<file path="config.mk">
export PLATFORM = sky130hd
export DESIGN_NAME = csg_gap_speed
export DESIGN_NICKNAME = d
export VERILOG_FILES = /design/src/rtl/csg_pkg.sv /design/src/rtl/csg_one_shot.sv /design/src/rtl/csg_gap_speed.sv
export SDC_FILE = /design/constraint.sdc
export NUM_CORES = 1
export LEC_CHECK = 0
export BUFFER_PORTS_ARGS = -buffer_cell sky130_fd_sc_hd__buf_2
export CAP_MARGIN = 20
export CELL_PAD_IN_SITES_DETAIL_PLACEMENT = 0
export CELL_PAD_IN_SITES_GLOBAL_PLACEMENT = 1
export CORE_ASPECT_RATIO = 1.5
export CORE_MARGIN = 2
export CORE_UTILIZATION = 30
export CTS_CLUSTER_DIAMETER = 100
export DETAILED_ROUTE_END_ITERATION = 8
export GPL_TIMING_DRIVEN = 0
export PLACE_DENSITY = 0.7
export SLEW_MARGIN = 0
export SYNTH_ARGS = -nofsm -noshare
export SYNTH_HDL_FRONTEND = slang
export SYNTH_SLANG_ARGS = --single-unit
</file>
<file path="constraint.sdc">
create_clock -name pclk -period 6.2 [get_ports pclk]
set_clock_uncertainty 0.15 [all_clocks]
set_input_delay 0.62 -clock pclk [delete_from_list [all_inputs] [get_ports pclk]]
set_output_delay 0.62 -clock pclk [all_outputs]
set_load 0.03 [all_outputs]
</file>
<file path="src/rtl/csg_pkg.sv">
package csg_pkg;

    // clock and reference rates
    localparam int unsigned CLK_MHZ       = 25;
    localparam int unsigned REF_MHZ       = 2;
    localparam int unsigned CLK_PERIOD_NS = 1000 / CLK_MHZ;
    localparam int unsigned REF_ACC_W     = 5;

    // one-shot widths for the capstan A and B pulses, rounded up to whole cycles
    localparam int unsigned CAP_A_NS  = 2000;
    localparam int unsigned CAP_B_NS  = 1000;
    localparam int unsigned CAP_A_CYC = (CAP_A_NS + CLK_PERIOD_NS - 1) / CLK_PERIOD_NS;
    localparam int unsigned CAP_B_CYC = (CAP_B_NS + CLK_PERIOD_NS - 1) / CLK_PERIOD_NS;
    localparam int unsigned SHOT_W    = 8;

    // counters
    localparam int unsigned SPD_W            = 8;
    localparam int unsigned GAP_W            = 7;
    localparam int unsigned GAP_BASE         = 48;
    localparam int unsigned GAP_HEAD_SPACING = 16;
    localparam logic [GAP_W-1:0] GAP_NOMINAL = GAP_W'(GAP_BASE + GAP_HEAD_SPACING);
    localparam logic [SPD_W-1:0] SPD_MAX     = 8'hFF;

    // register map, byte addresses
    localparam int unsigned   ADDR_W      = 12;
    localparam logic [11:0]   ADDR_CTRL   = 12'h000;
    localparam logic [11:0]   ADDR_PRESET = 12'h004;
    localparam logic [11:0]   ADDR_STATUS = 12'h008;
    localparam logic [11:0]   ADDR_GAP    = 12'h00C;

    // field positions
    localparam int unsigned CTRL_MODE_LSB = 0;
    localparam int unsigned CTRL_MODE_MSB = 1;
    localparam int unsigned CTRL_DIR_BIT  = 2;
    localparam int unsigned CTRL_GATE_BIT = 3;
    localparam int unsigned ST_FAST_BIT   = 0;
    localparam int unsigned ST_OVF_BIT    = 1;
    localparam int unsigned ST_THREAD_BIT = 2;
    localparam int unsigned ST_WRITE_BIT  = 3;
    localparam int unsigned ST_NOM_BIT    = 4;
    localparam int unsigned ST_CNT_LSB    = 8;
    localparam int unsigned ST_CNT_MSB    = 15;

    // reset values
    localparam logic [SPD_W-1:0] PRESET_RST = 8'h80;
    localparam logic             DIR_RST    = 1'b0;
    localparam logic             GATE_RST   = 1'b0;

    typedef enum logic [1:0] {
        CSG_MODE_STOP,
        CSG_MODE_RUN,
        CSG_MODE_MAX
    } csg_mode_t;

    typedef struct packed {
        logic fwd;
        logic rev;
        logic brake;
    } csg_drive_t;

    localparam csg_drive_t DRIVE_BRAKE = '{fwd: 1'b0, rev: 1'b0, brake: 1'b1};

    // pins that need synchronising, one bit each
    typedef struct packed {
        logic tach;
        logic reel;
        logic thread;
        logic write;
    } csg_pins_t;

endpackage : csg_pkg

</file>
<file path="src/rtl/csg_one_shot.sv">
`timescale 1ns/100ps
`default_nettype none

module csg_one_shot #(
    parameter int unsigned WIDTH_CYC = 1
) (
    input  wire logic pclk,
    input  wire logic presetn,
    input  wire logic trig,
    output var  logic q
);

    localparam logic [csg_pkg::SHOT_W-1:0] LOAD = csg_pkg::SHOT_W'(WIDTH_CYC);

    logic [csg_pkg::SHOT_W-1:0] cnt_reg;

    // retriggerable: a new edge restarts the full width
    always_ff @(posedge pclk or negedge presetn) begin
        if (!presetn) begin
            cnt_reg <= '0;
            q       <= 1'b0;
        end else if (trig) begin
            cnt_reg <= LOAD;
            q       <= 1'b1;
        end else if (cnt_reg > csg_pkg::SHOT_W'(1)) begin
            cnt_reg <= cnt_reg - csg_pkg::SHOT_W'(1);
        end else begin
            cnt_reg <= '0;
            q       <= 1'b0;
        end
    end
endmodule : csg_one_shot

`default_nettype wire

</file>
<file path="src/rtl/csg_gap_speed.sv">
`timescale 1ns/100ps
`default_nettype none

module csg_gap_speed (
    input  wire logic                          pclk,
    input  wire logic                          presetn,
    input  wire logic                          psel,
    input  wire logic                          penable,
    input  wire logic                          pwrite,
    input  wire logic [csg_pkg::ADDR_W-1:0]    paddr,
    input  wire logic [31:0]                   pwdata,
    output var  logic [31:0]                   prdata,
    output var  logic                          pready,
    output var  logic                          pslverr,
    input  wire logic                          tach_pin,
    input  wire logic                          reel_marker_pin,
    input  wire logic                          thread_status_pin,
    input  wire logic                          write_active_pin,
    output var  csg_pkg::csg_drive_t           drive,
    output var  logic                          capstan_a,
    output var  logic                          capstan_b,
    output var  logic                          capstan_fast,
    output var  logic [csg_pkg::GAP_W-1:0]     block_gap_count,
    output var  logic                          block_gap_nominal
);

    // ---------------- pin synchronisers ----------------
    localparam int unsigned NPIN = $bits(csg_pkg::csg_pins_t);

    logic [NPIN-1:0]       pin_raw;
    logic [NPIN-1:0]       pin_meta_reg;
    logic [NPIN-1:0]       pin_sync_reg;
    logic [NPIN-1:0]       pin_last_reg;
    csg_pkg::csg_pins_t    pin_lvl;
    csg_pkg::csg_pins_t    pin_rise;

    assign pin_raw  = {tach_pin, reel_marker_pin, thread_status_pin, write_active_pin};
    assign pin_lvl  = csg_pkg::csg_pins_t'(pin_sync_reg);
    assign pin_rise = csg_pkg::csg_pins_t'(pin_sync_reg & ~pin_last_reg);

    genvar gi;
    generate
        for (gi = 0; gi < NPIN; gi++) begin : g_sync
            always_ff @(posedge pclk or negedge presetn) begin
                if (!presetn) begin
                    pin_meta_reg[gi] <= 1'b0;
                    pin_sync_reg[gi] <= 1'b0;
                    pin_last_reg[gi] <= 1'b0;
                end else begin
                    pin_meta_reg[gi] <= pin_raw[gi];
                    pin_sync_reg[gi] <= pin_meta_reg[gi];
                    pin_last_reg[gi] <= pin_sync_reg[gi];
                end
            end
        end
    endgenerate

    // ---------------- capstan A and B one-shots ----------------
    logic cap_a_last_reg;
    logic cap_b_last_reg;
    logic tach_evt;
    logic cap_b_evt;

    csg_one_shot #(
        .WIDTH_CYC (csg_pkg::CAP_A_CYC)
    ) u_shot_a (
        .pclk    (pclk),
        .presetn (presetn),
        .trig    (pin_rise.tach),
        .q       (capstan_a)
    );

    csg_one_shot #(
        .WIDTH_CYC (csg_pkg::CAP_B_CYC)
    ) u_shot_b (
        .pclk    (pclk),
        .presetn (presetn),
        .trig    (pin_rise.tach),
        .q       (capstan_b)
    );

    always_ff @(posedge pclk or negedge presetn) begin
        if (!presetn) begin
            cap_a_last_reg <= 1'b0;
            cap_b_last_reg <= 1'b0;
        end else begin
            cap_a_last_reg <= capstan_a;
            cap_b_last_reg <= capstan_b;
        end
    end

    // a retrigger keeps the shot high, so count the tach edge itself
    assign tach_evt  = pin_rise.tach & capstan_a & cap_a_last_reg | capstan_a & ~cap_a_last_reg;
    assign cap_b_evt = capstan_b & ~cap_b_last_reg;

    // ---------------- 2 MHz reference enable ----------------
    // fractional divider: 25 MHz has no integer ratio to 2 MHz, so ticks
    // alternate 12 and 13 cycles apart and average exactly 2 MHz
    localparam logic [csg_pkg::REF_ACC_W-1:0] ACC_STEP = csg_pkg::REF_ACC_W'(csg_pkg::REF_MHZ);
    localparam logic [csg_pkg::REF_ACC_W-1:0] ACC_MOD  = csg_pkg::REF_ACC_W'(csg_pkg::CLK_MHZ);

    logic [csg_pkg::REF_ACC_W-1:0] ref_acc_reg;
    logic [csg_pkg::REF_ACC_W-1:0] ref_acc_sum;
    logic                          ref_tick;

    assign ref_acc_sum = ref_acc_reg + ACC_STEP;
    assign ref_tick    = (ref_acc_sum >= ACC_MOD);

    always_ff @(posedge pclk or negedge presetn) begin
        if (!presetn) begin
            ref_acc_reg <= '0;
        end else if (ref_tick) begin
            ref_acc_reg <= ref_acc_sum - ACC_MOD;
        end else begin
            ref_acc_reg <= ref_acc_sum;
        end
    end

    // ---------------- control registers ----------------
    csg_pkg::csg_mode_t            mode_reg;
    logic                          dir_rev_reg;
    logic                          gate_en_reg;
    logic [csg_pkg::SPD_W-1:0]     preset_reg;
    logic                          wr_take;
    logic                          gap_clr;

    assign wr_take = psel & penable & pready & pwrite & ~pslverr;
    assign gap_clr = wr_take & (paddr == csg_pkg::ADDR_GAP);

    always_ff @(posedge pclk or negedge presetn) begin
        if (!presetn) begin
            mode_reg    <= csg_pkg::CSG_MODE_STOP;
            dir_rev_reg <= csg_pkg::DIR_RST;
            gate_en_reg <= csg_pkg::GATE_RST;
        end else if (wr_take && paddr == csg_pkg::ADDR_CTRL) begin
            mode_reg    <= csg_pkg::csg_mode_t'(pwdata[csg_pkg::CTRL_MODE_MSB:csg_pkg::CTRL_MODE_LSB]);
            dir_rev_reg <= pwdata[csg_pkg::CTRL_DIR_BIT];
            gate_en_reg <= pwdata[csg_pkg::CTRL_GATE_BIT];
        end
    end

    always_ff @(posedge pclk or negedge presetn) begin
        if (!presetn) begin
            preset_reg <= csg_pkg::PRESET_RST;
        end else if (wr_take && paddr == csg_pkg::ADDR_PRESET) begin
            preset_reg <= pwdata[csg_pkg::SPD_W-1:0];
        end
    end

    // ---------------- speed reference counter ----------------
    logic [csg_pkg::SPD_W-1:0] spd_cnt_reg;
    logic                      ovf_seen_reg;
    logic                      ovf_evt;

    assign ovf_evt = ref_tick & (spd_cnt_reg == csg_pkg::SPD_MAX);

    always_ff @(posedge pclk or negedge presetn) begin
        if (!presetn) begin
            spd_cnt_reg <= csg_pkg::PRESET_RST;
        end else if (tach_evt) begin
            spd_cnt_reg <= preset_reg;
        end else if (ref_tick) begin
            spd_cnt_reg <= spd_cnt_reg + csg_pkg::SPD_W'(1);
        end
    end

    always_ff @(posedge pclk or negedge presetn) begin
        if (!presetn) begin
            ovf_seen_reg <= 1'b1;
        end else if (tach_evt) begin
            ovf_seen_reg <= 1'b0;
        end else if (ovf_evt) begin
            ovf_seen_reg <= 1'b1;
        end
    end

    // an overflow landing on the same edge as the pulse counts as late
    always_ff @(posedge pclk or negedge presetn) begin
        if (!presetn) begin
            capstan_fast <= 1'b0;
        end else if (tach_evt) begin
            capstan_fast <= ~(ovf_seen_reg | ovf_evt);
        end else if (ovf_evt) begin
            capstan_fast <= 1'b0;
        end
    end

    // ---------------- armature drive ----------------
    csg_pkg::csg_drive_t drive_next;
    logic                accel;

    always_comb begin
        accel      = 1'b0;
        drive_next = csg_pkg::DRIVE_BRAKE;
        unique case (mode_reg)
            csg_pkg::CSG_MODE_STOP: accel = 1'b0;
            csg_pkg::CSG_MODE_RUN:  accel = ~capstan_fast;
            csg_pkg::CSG_MODE_MAX:  accel = 1'b1;
            default:                accel = 1'b0;
        endcase
        if (mode_reg == csg_pkg::CSG_MODE_RUN || mode_reg == csg_pkg::CSG_MODE_MAX) begin
            // coast leaves both sides open; stop and the unused mode 3 ground the armature
            drive_next.brake = 1'b0;
            drive_next.fwd   = accel & ~dir_rev_reg;
            drive_next.rev   = accel & dir_rev_reg;
        end
    end

    always_ff @(posedge pclk or negedge presetn) begin
        if (!presetn) begin
            drive <= csg_pkg::DRIVE_BRAKE;
        end else begin
            drive <= drive_next;
        end
    end

    // ---------------- block gap counter ----------------
    logic                      gap_step;
    logic [csg_pkg::GAP_W-1:0] gap_next;

    // threading takes priority; capstan pulses are ignored meanwhile
    assign gap_step = pin_lvl.thread ? pin_rise.reel
                                     : (cap_b_evt & pin_lvl.write & gate_en_reg);
    assign gap_next = gap_clr  ? '0 :
                      gap_step ? block_gap_count + csg_pkg::GAP_W'(1) : block_gap_count;

    always_ff @(posedge pclk or negedge presetn) begin
        if (!presetn) begin
            block_gap_count   <= '0;
            block_gap_nominal <= 1'b0;
        end else begin
            block_gap_count   <= gap_next;
            block_gap_nominal <= (gap_next >= csg_pkg::GAP_NOMINAL);
        end
    end

    // ---------------- APB slave ----------------
    // no wait states: read data is registered in the setup cycle
    logic        addr_ok;
    logic [31:0] rd_mux;

    assign addr_ok = (paddr == csg_pkg::ADDR_CTRL) || (paddr == csg_pkg::ADDR_PRESET)
                  || (paddr == csg_pkg::ADDR_STATUS) || (paddr == csg_pkg::ADDR_GAP);

    always_comb begin
        rd_mux = '0;
        unique case (paddr)
            csg_pkg::ADDR_CTRL: begin
                rd_mux[csg_pkg::CTRL_MODE_MSB:csg_pkg::CTRL_MODE_LSB] = mode_reg;
                rd_mux[csg_pkg::CTRL_DIR_BIT]  = dir_rev_reg;
                rd_mux[csg_pkg::CTRL_GATE_BIT] = gate_en_reg;
            end
            csg_pkg::ADDR_PRESET: rd_mux[csg_pkg::SPD_W-1:0] = preset_reg;
            csg_pkg::ADDR_STATUS: begin
                rd_mux[csg_pkg::ST_FAST_BIT]   = capstan_fast;
                rd_mux[csg_pkg::ST_OVF_BIT]    = ovf_seen_reg;
                rd_mux[csg_pkg::ST_THREAD_BIT] = pin_lvl.thread;
                rd_mux[csg_pkg::ST_WRITE_BIT]  = pin_lvl.write;
                rd_mux[csg_pkg::ST_NOM_BIT]    = block_gap_nominal;
                rd_mux[csg_pkg::ST_CNT_MSB:csg_pkg::ST_CNT_LSB] = spd_cnt_reg;
            end
            csg_pkg::ADDR_GAP: rd_mux[csg_pkg::GAP_W-1:0] = block_gap_count;
            default: rd_mux = '0;
        endcase
    end

    always_ff @(posedge pclk or negedge presetn) begin
        if (!presetn) begin
            pready  <= 1'b0;
            pslverr <= 1'b0;
            prdata  <= '0;
        end else if (psel && !penable && !pready) begin
            pready  <= 1'b1;
            pslverr <= ~addr_ok;
            prdata  <= pwrite ? 32'h0000_0000 : rd_mux;
        end else begin
            pready  <= 1'b0;
            pslverr <= 1'b0;
            prdata  <= '0;
        end
    end
endmodule : csg_gap_speed

`default_nettype wire

</file>
==> key figures <==
Timing
  • Final Cycle Share: 0.387
  • Min Clock Period, post-route: 2.40 ns
  • Slew Limit Fails: 0
  • Final Hold Viols: 0
  • RSZ-0062 raised after global routing: false
  • Final setup viols: 0
  • Max Clk Rate: 417 MHz
  • Worst slew pin tran: 0.650 ns
  • Worst slew margin: 0.563
  • Total negative slack: 0 ns

Yosys
  • Avg Inst Size Synth: 11.6 µm²
  • Post-synth top area cell: dfrtp_1
  • Yosys warnings: 0
  • Mux cell area share after synthesis: 0.0745
  • Synth unique cells: 50
  • Most common cell in the synthesized netlist: dfrtp_1
  • Largest family of logic cells by synthesized area: simple AND/OR/NAND/NOR gates
  • Cells after synthesis: 329
  • Post-synth top flop: dfrtp_1
  • Post-Synth Adder-Cell Area: 0.0392
  • Compound-Gate Fraction of Synth Area: 0.0634
  • FFs w/ async S/R, synth: 1.00
  • #FFs+latches synth: 85
  • Post-Synth Simple-Gate Area: 0.148
  • Largest cells by area after synthesis: dfrtp_1, ha_1, xnor2_1
  • Post-synthesis sequential area ratio: 0.557
  • Xor-xnor portion of the synthesized cell area: 0.0637
  • Top-area cell type share of the netlist area: 0.529
  • Post-synth top cells: dfrtp_1, nor2_1, nand2_1
  • EDFF count, synth: 0
  • Synthesized area: between 3000 and 4000 µm²

Die
  • Vert. Die Dim: around 140 µm
  • Core Region: 12,400 µm²
  • Die area: 13,700 µm²
  • Row cnt: 50
  • Die width: roughly 96 µm
  • I/O pin count: 101
  • Initial Util: 0.308

Worst hold path
  • Worst hold path depth: 0
  • Hold crit path type: register to register
  • Hold path endpoint: pin_lvl[1]
  • HP Start: pin_meta_reg[1]

Job
  • Max cap viols: 0

CTS
  • Clock Pin Slew Worst Setup and Hold Paths: 0.06 ns
  • Clk buf depth: 2
  • H-tree Lvls: 3
  • Clock Latency Late Sink: 0.34 ns
  • Cts bufs inserted: 9
  • Root Buffer: clkbuf_16
  • CTS tree: built
  • CTS sink cnt: between 80 and 90

Worst setup path
  • Critical path required time: 6.27 ns
  • WP data arrival: 2.47 ns
  • Crit Reg-Reg Startpoint: ref_acc_reg[1]
  • Critical Path Source Type: register
  • FF-to-FF setup slack: 3.80 ns
  • Reg-to-Reg End: spd_cnt_reg[1]
  • CP Capture Type: register
  • Worst-path maximum fanout: 9
  • R2R depth: 6
  • CP Class: register to register

Global routing
  • Total track usage: 0.122
  • Initial antenna violation count: 0
  • First-pass GRT wire length: approximately 13,000 µm
  • Vias in the first global route: 2,644
  • Largest net degree at the start of global routing: 73
  • Grt total ovfl: 0

Placed design
  • Detailed Place HPWL: 5790 µm
  • I/O Buffers: just under 60
  • GP Congestion: 0.750

Final layout
  • Final nets: approximately 480
  • Antenna diodes: 0
  • Largest Register: prdata
  • Layout cell share with drive strength beyond 1: 0.295
  • Area Overhead vs Synth: 23.8%
  • Max FFs per register: 16

Detailed routing
  • ANT nets after route: 0
  • Metal3 WL: 315 µm
  • Top Layer Used: met4
  • DR vias/cell: 4.53
  • Total Routed Length: ~7800 µm
  • Drt initial violations: 79
  • Met2 routed WL: 4240 µm
  • Pre-Repair DR Iteration Count: 4
  • DR DRC count: 0
  • Vias: 2,611
  • WL per Instance: between 10 and 15 µm
  • Metal-1 WL: 3050 µm

Run status
  • Status: finished clean

Power and ir drop
  • Pwr dens: 340 nW/µm²
  • Total power: 1.61 mW
  • Max VDD drop: 0.127 mV
  • Pleak: 2.24 nW
routing by layer:
metal,global-route usage,vias to the layer above
met5,0,-
met4,0.0549,0
met3,0.0275,9
met2,0.213,54
met1,0.138,1286
li1,-,1262
logic make-up after synthesis:
kind of cell,Yosys count
AND/OR/NAND/NOR,108
flip-flops,85
AO/OA/AOI/OAI,37
buffers and inverters,37
XOR/XNOR,27
multiplexers,22
adder cells (fa/ha/maj),12
other,1
cell type report:
class / count / area [µm²]
multi-input cells: 222 / 1550
plain buffers: 21 / 143
flip-flops and latches: 85 / 2130
repair buffers: 61 / 335
well taps: 156 / 195
clock inverters: 7 / 98.8
inverters: 16 / 60.1
clock buffers: 9 / 225
fillers: 1239 / 7710
power by group:
part,leakage (nW),total (mW),switching (mW),internal (mW)
Sequential,1.05,0.710,0.0836,0.626
Clock,0.156,0.573,0.218,0.354
Combinational,1.03,0.327,0.196,0.131
Total,2.24,1.61,0.498,1.11
layout by cell type (no fill, tap or decap), types with 3 or more instances in the layout:
cell type,n
nor2b_1,6
nand3_1,6
mux2_2,12
nor4_1,3
nand2_1,22
mux4_2,4
o21ai_0,14
mux2i_1,6
and2_1,9
ha_1,12
xnor2_1,16
a21oi_1,6
nor3_1,5
a211oi_1,4
dfrtp_1,81
xor2_1,10
nand3b_1,3
nor2_1,34
inv_1,16
clkbuf_16,9
conb_1,16
buf_4,18
buf_2,58
clkbuf_1,3
nand4_1,3
dfstp_2,4
worst max-delay path by stage:
stage	startpoint	endpoint	slack, ns	depth (start not counted)
5_1_grt	ref_acc_reg[1]	spd_cnt_reg[1]	3.67	6
2_1_floorplan	paddr[7]	preset_reg[0]	3.90	5
3_5_place_dp	paddr[7]	preset_reg[5]	3.47	6
4_1_cts	ref_acc_reg[1]	spd_cnt_reg[1]	3.76	6
6_report	ref_acc_reg[1]	spd_cnt_reg[1]	3.80	6
3_3_place_gp	paddr[7]	preset_reg[4]	3.59	6
timing repair:
action | in CTS | in global routing
hold buffers | 1 | 0
endpoints found under the hold margin | 13 | 0
gates resized for setup | 0 | 0
setup buffers | 0 | 0
through the flow:
stage | cells | utilization | cell area, µm² | setup WS (ns) | hold WS, ns
final | 577 | 0.381 | 4740 | 3.80 | 0.197
after global routing | 577 | 0.381 | 4740 | 3.67 | 0.204
after CTS | 577 | 0.381 | 4740 | 3.76 | 0.199
after detailed placement | 560 | 0.354 | 4410 | 3.47 | 0.185
after global placement | 559 | 0.351 | 4380 | 3.59 | 0.183
after floorplan | 344 | - | 3880 | 3.90 | 0.174
critical path: stages (launching register included):
cell      delay (ns)
dfrtp_1         0.44
ha_1            0.35
nand2b_1        0.15
a211o_1         0.41
a21oi_2         0.46
mux2i_1         0.24
a21oi_1         0.08
(Power assumes the default switching activity.)
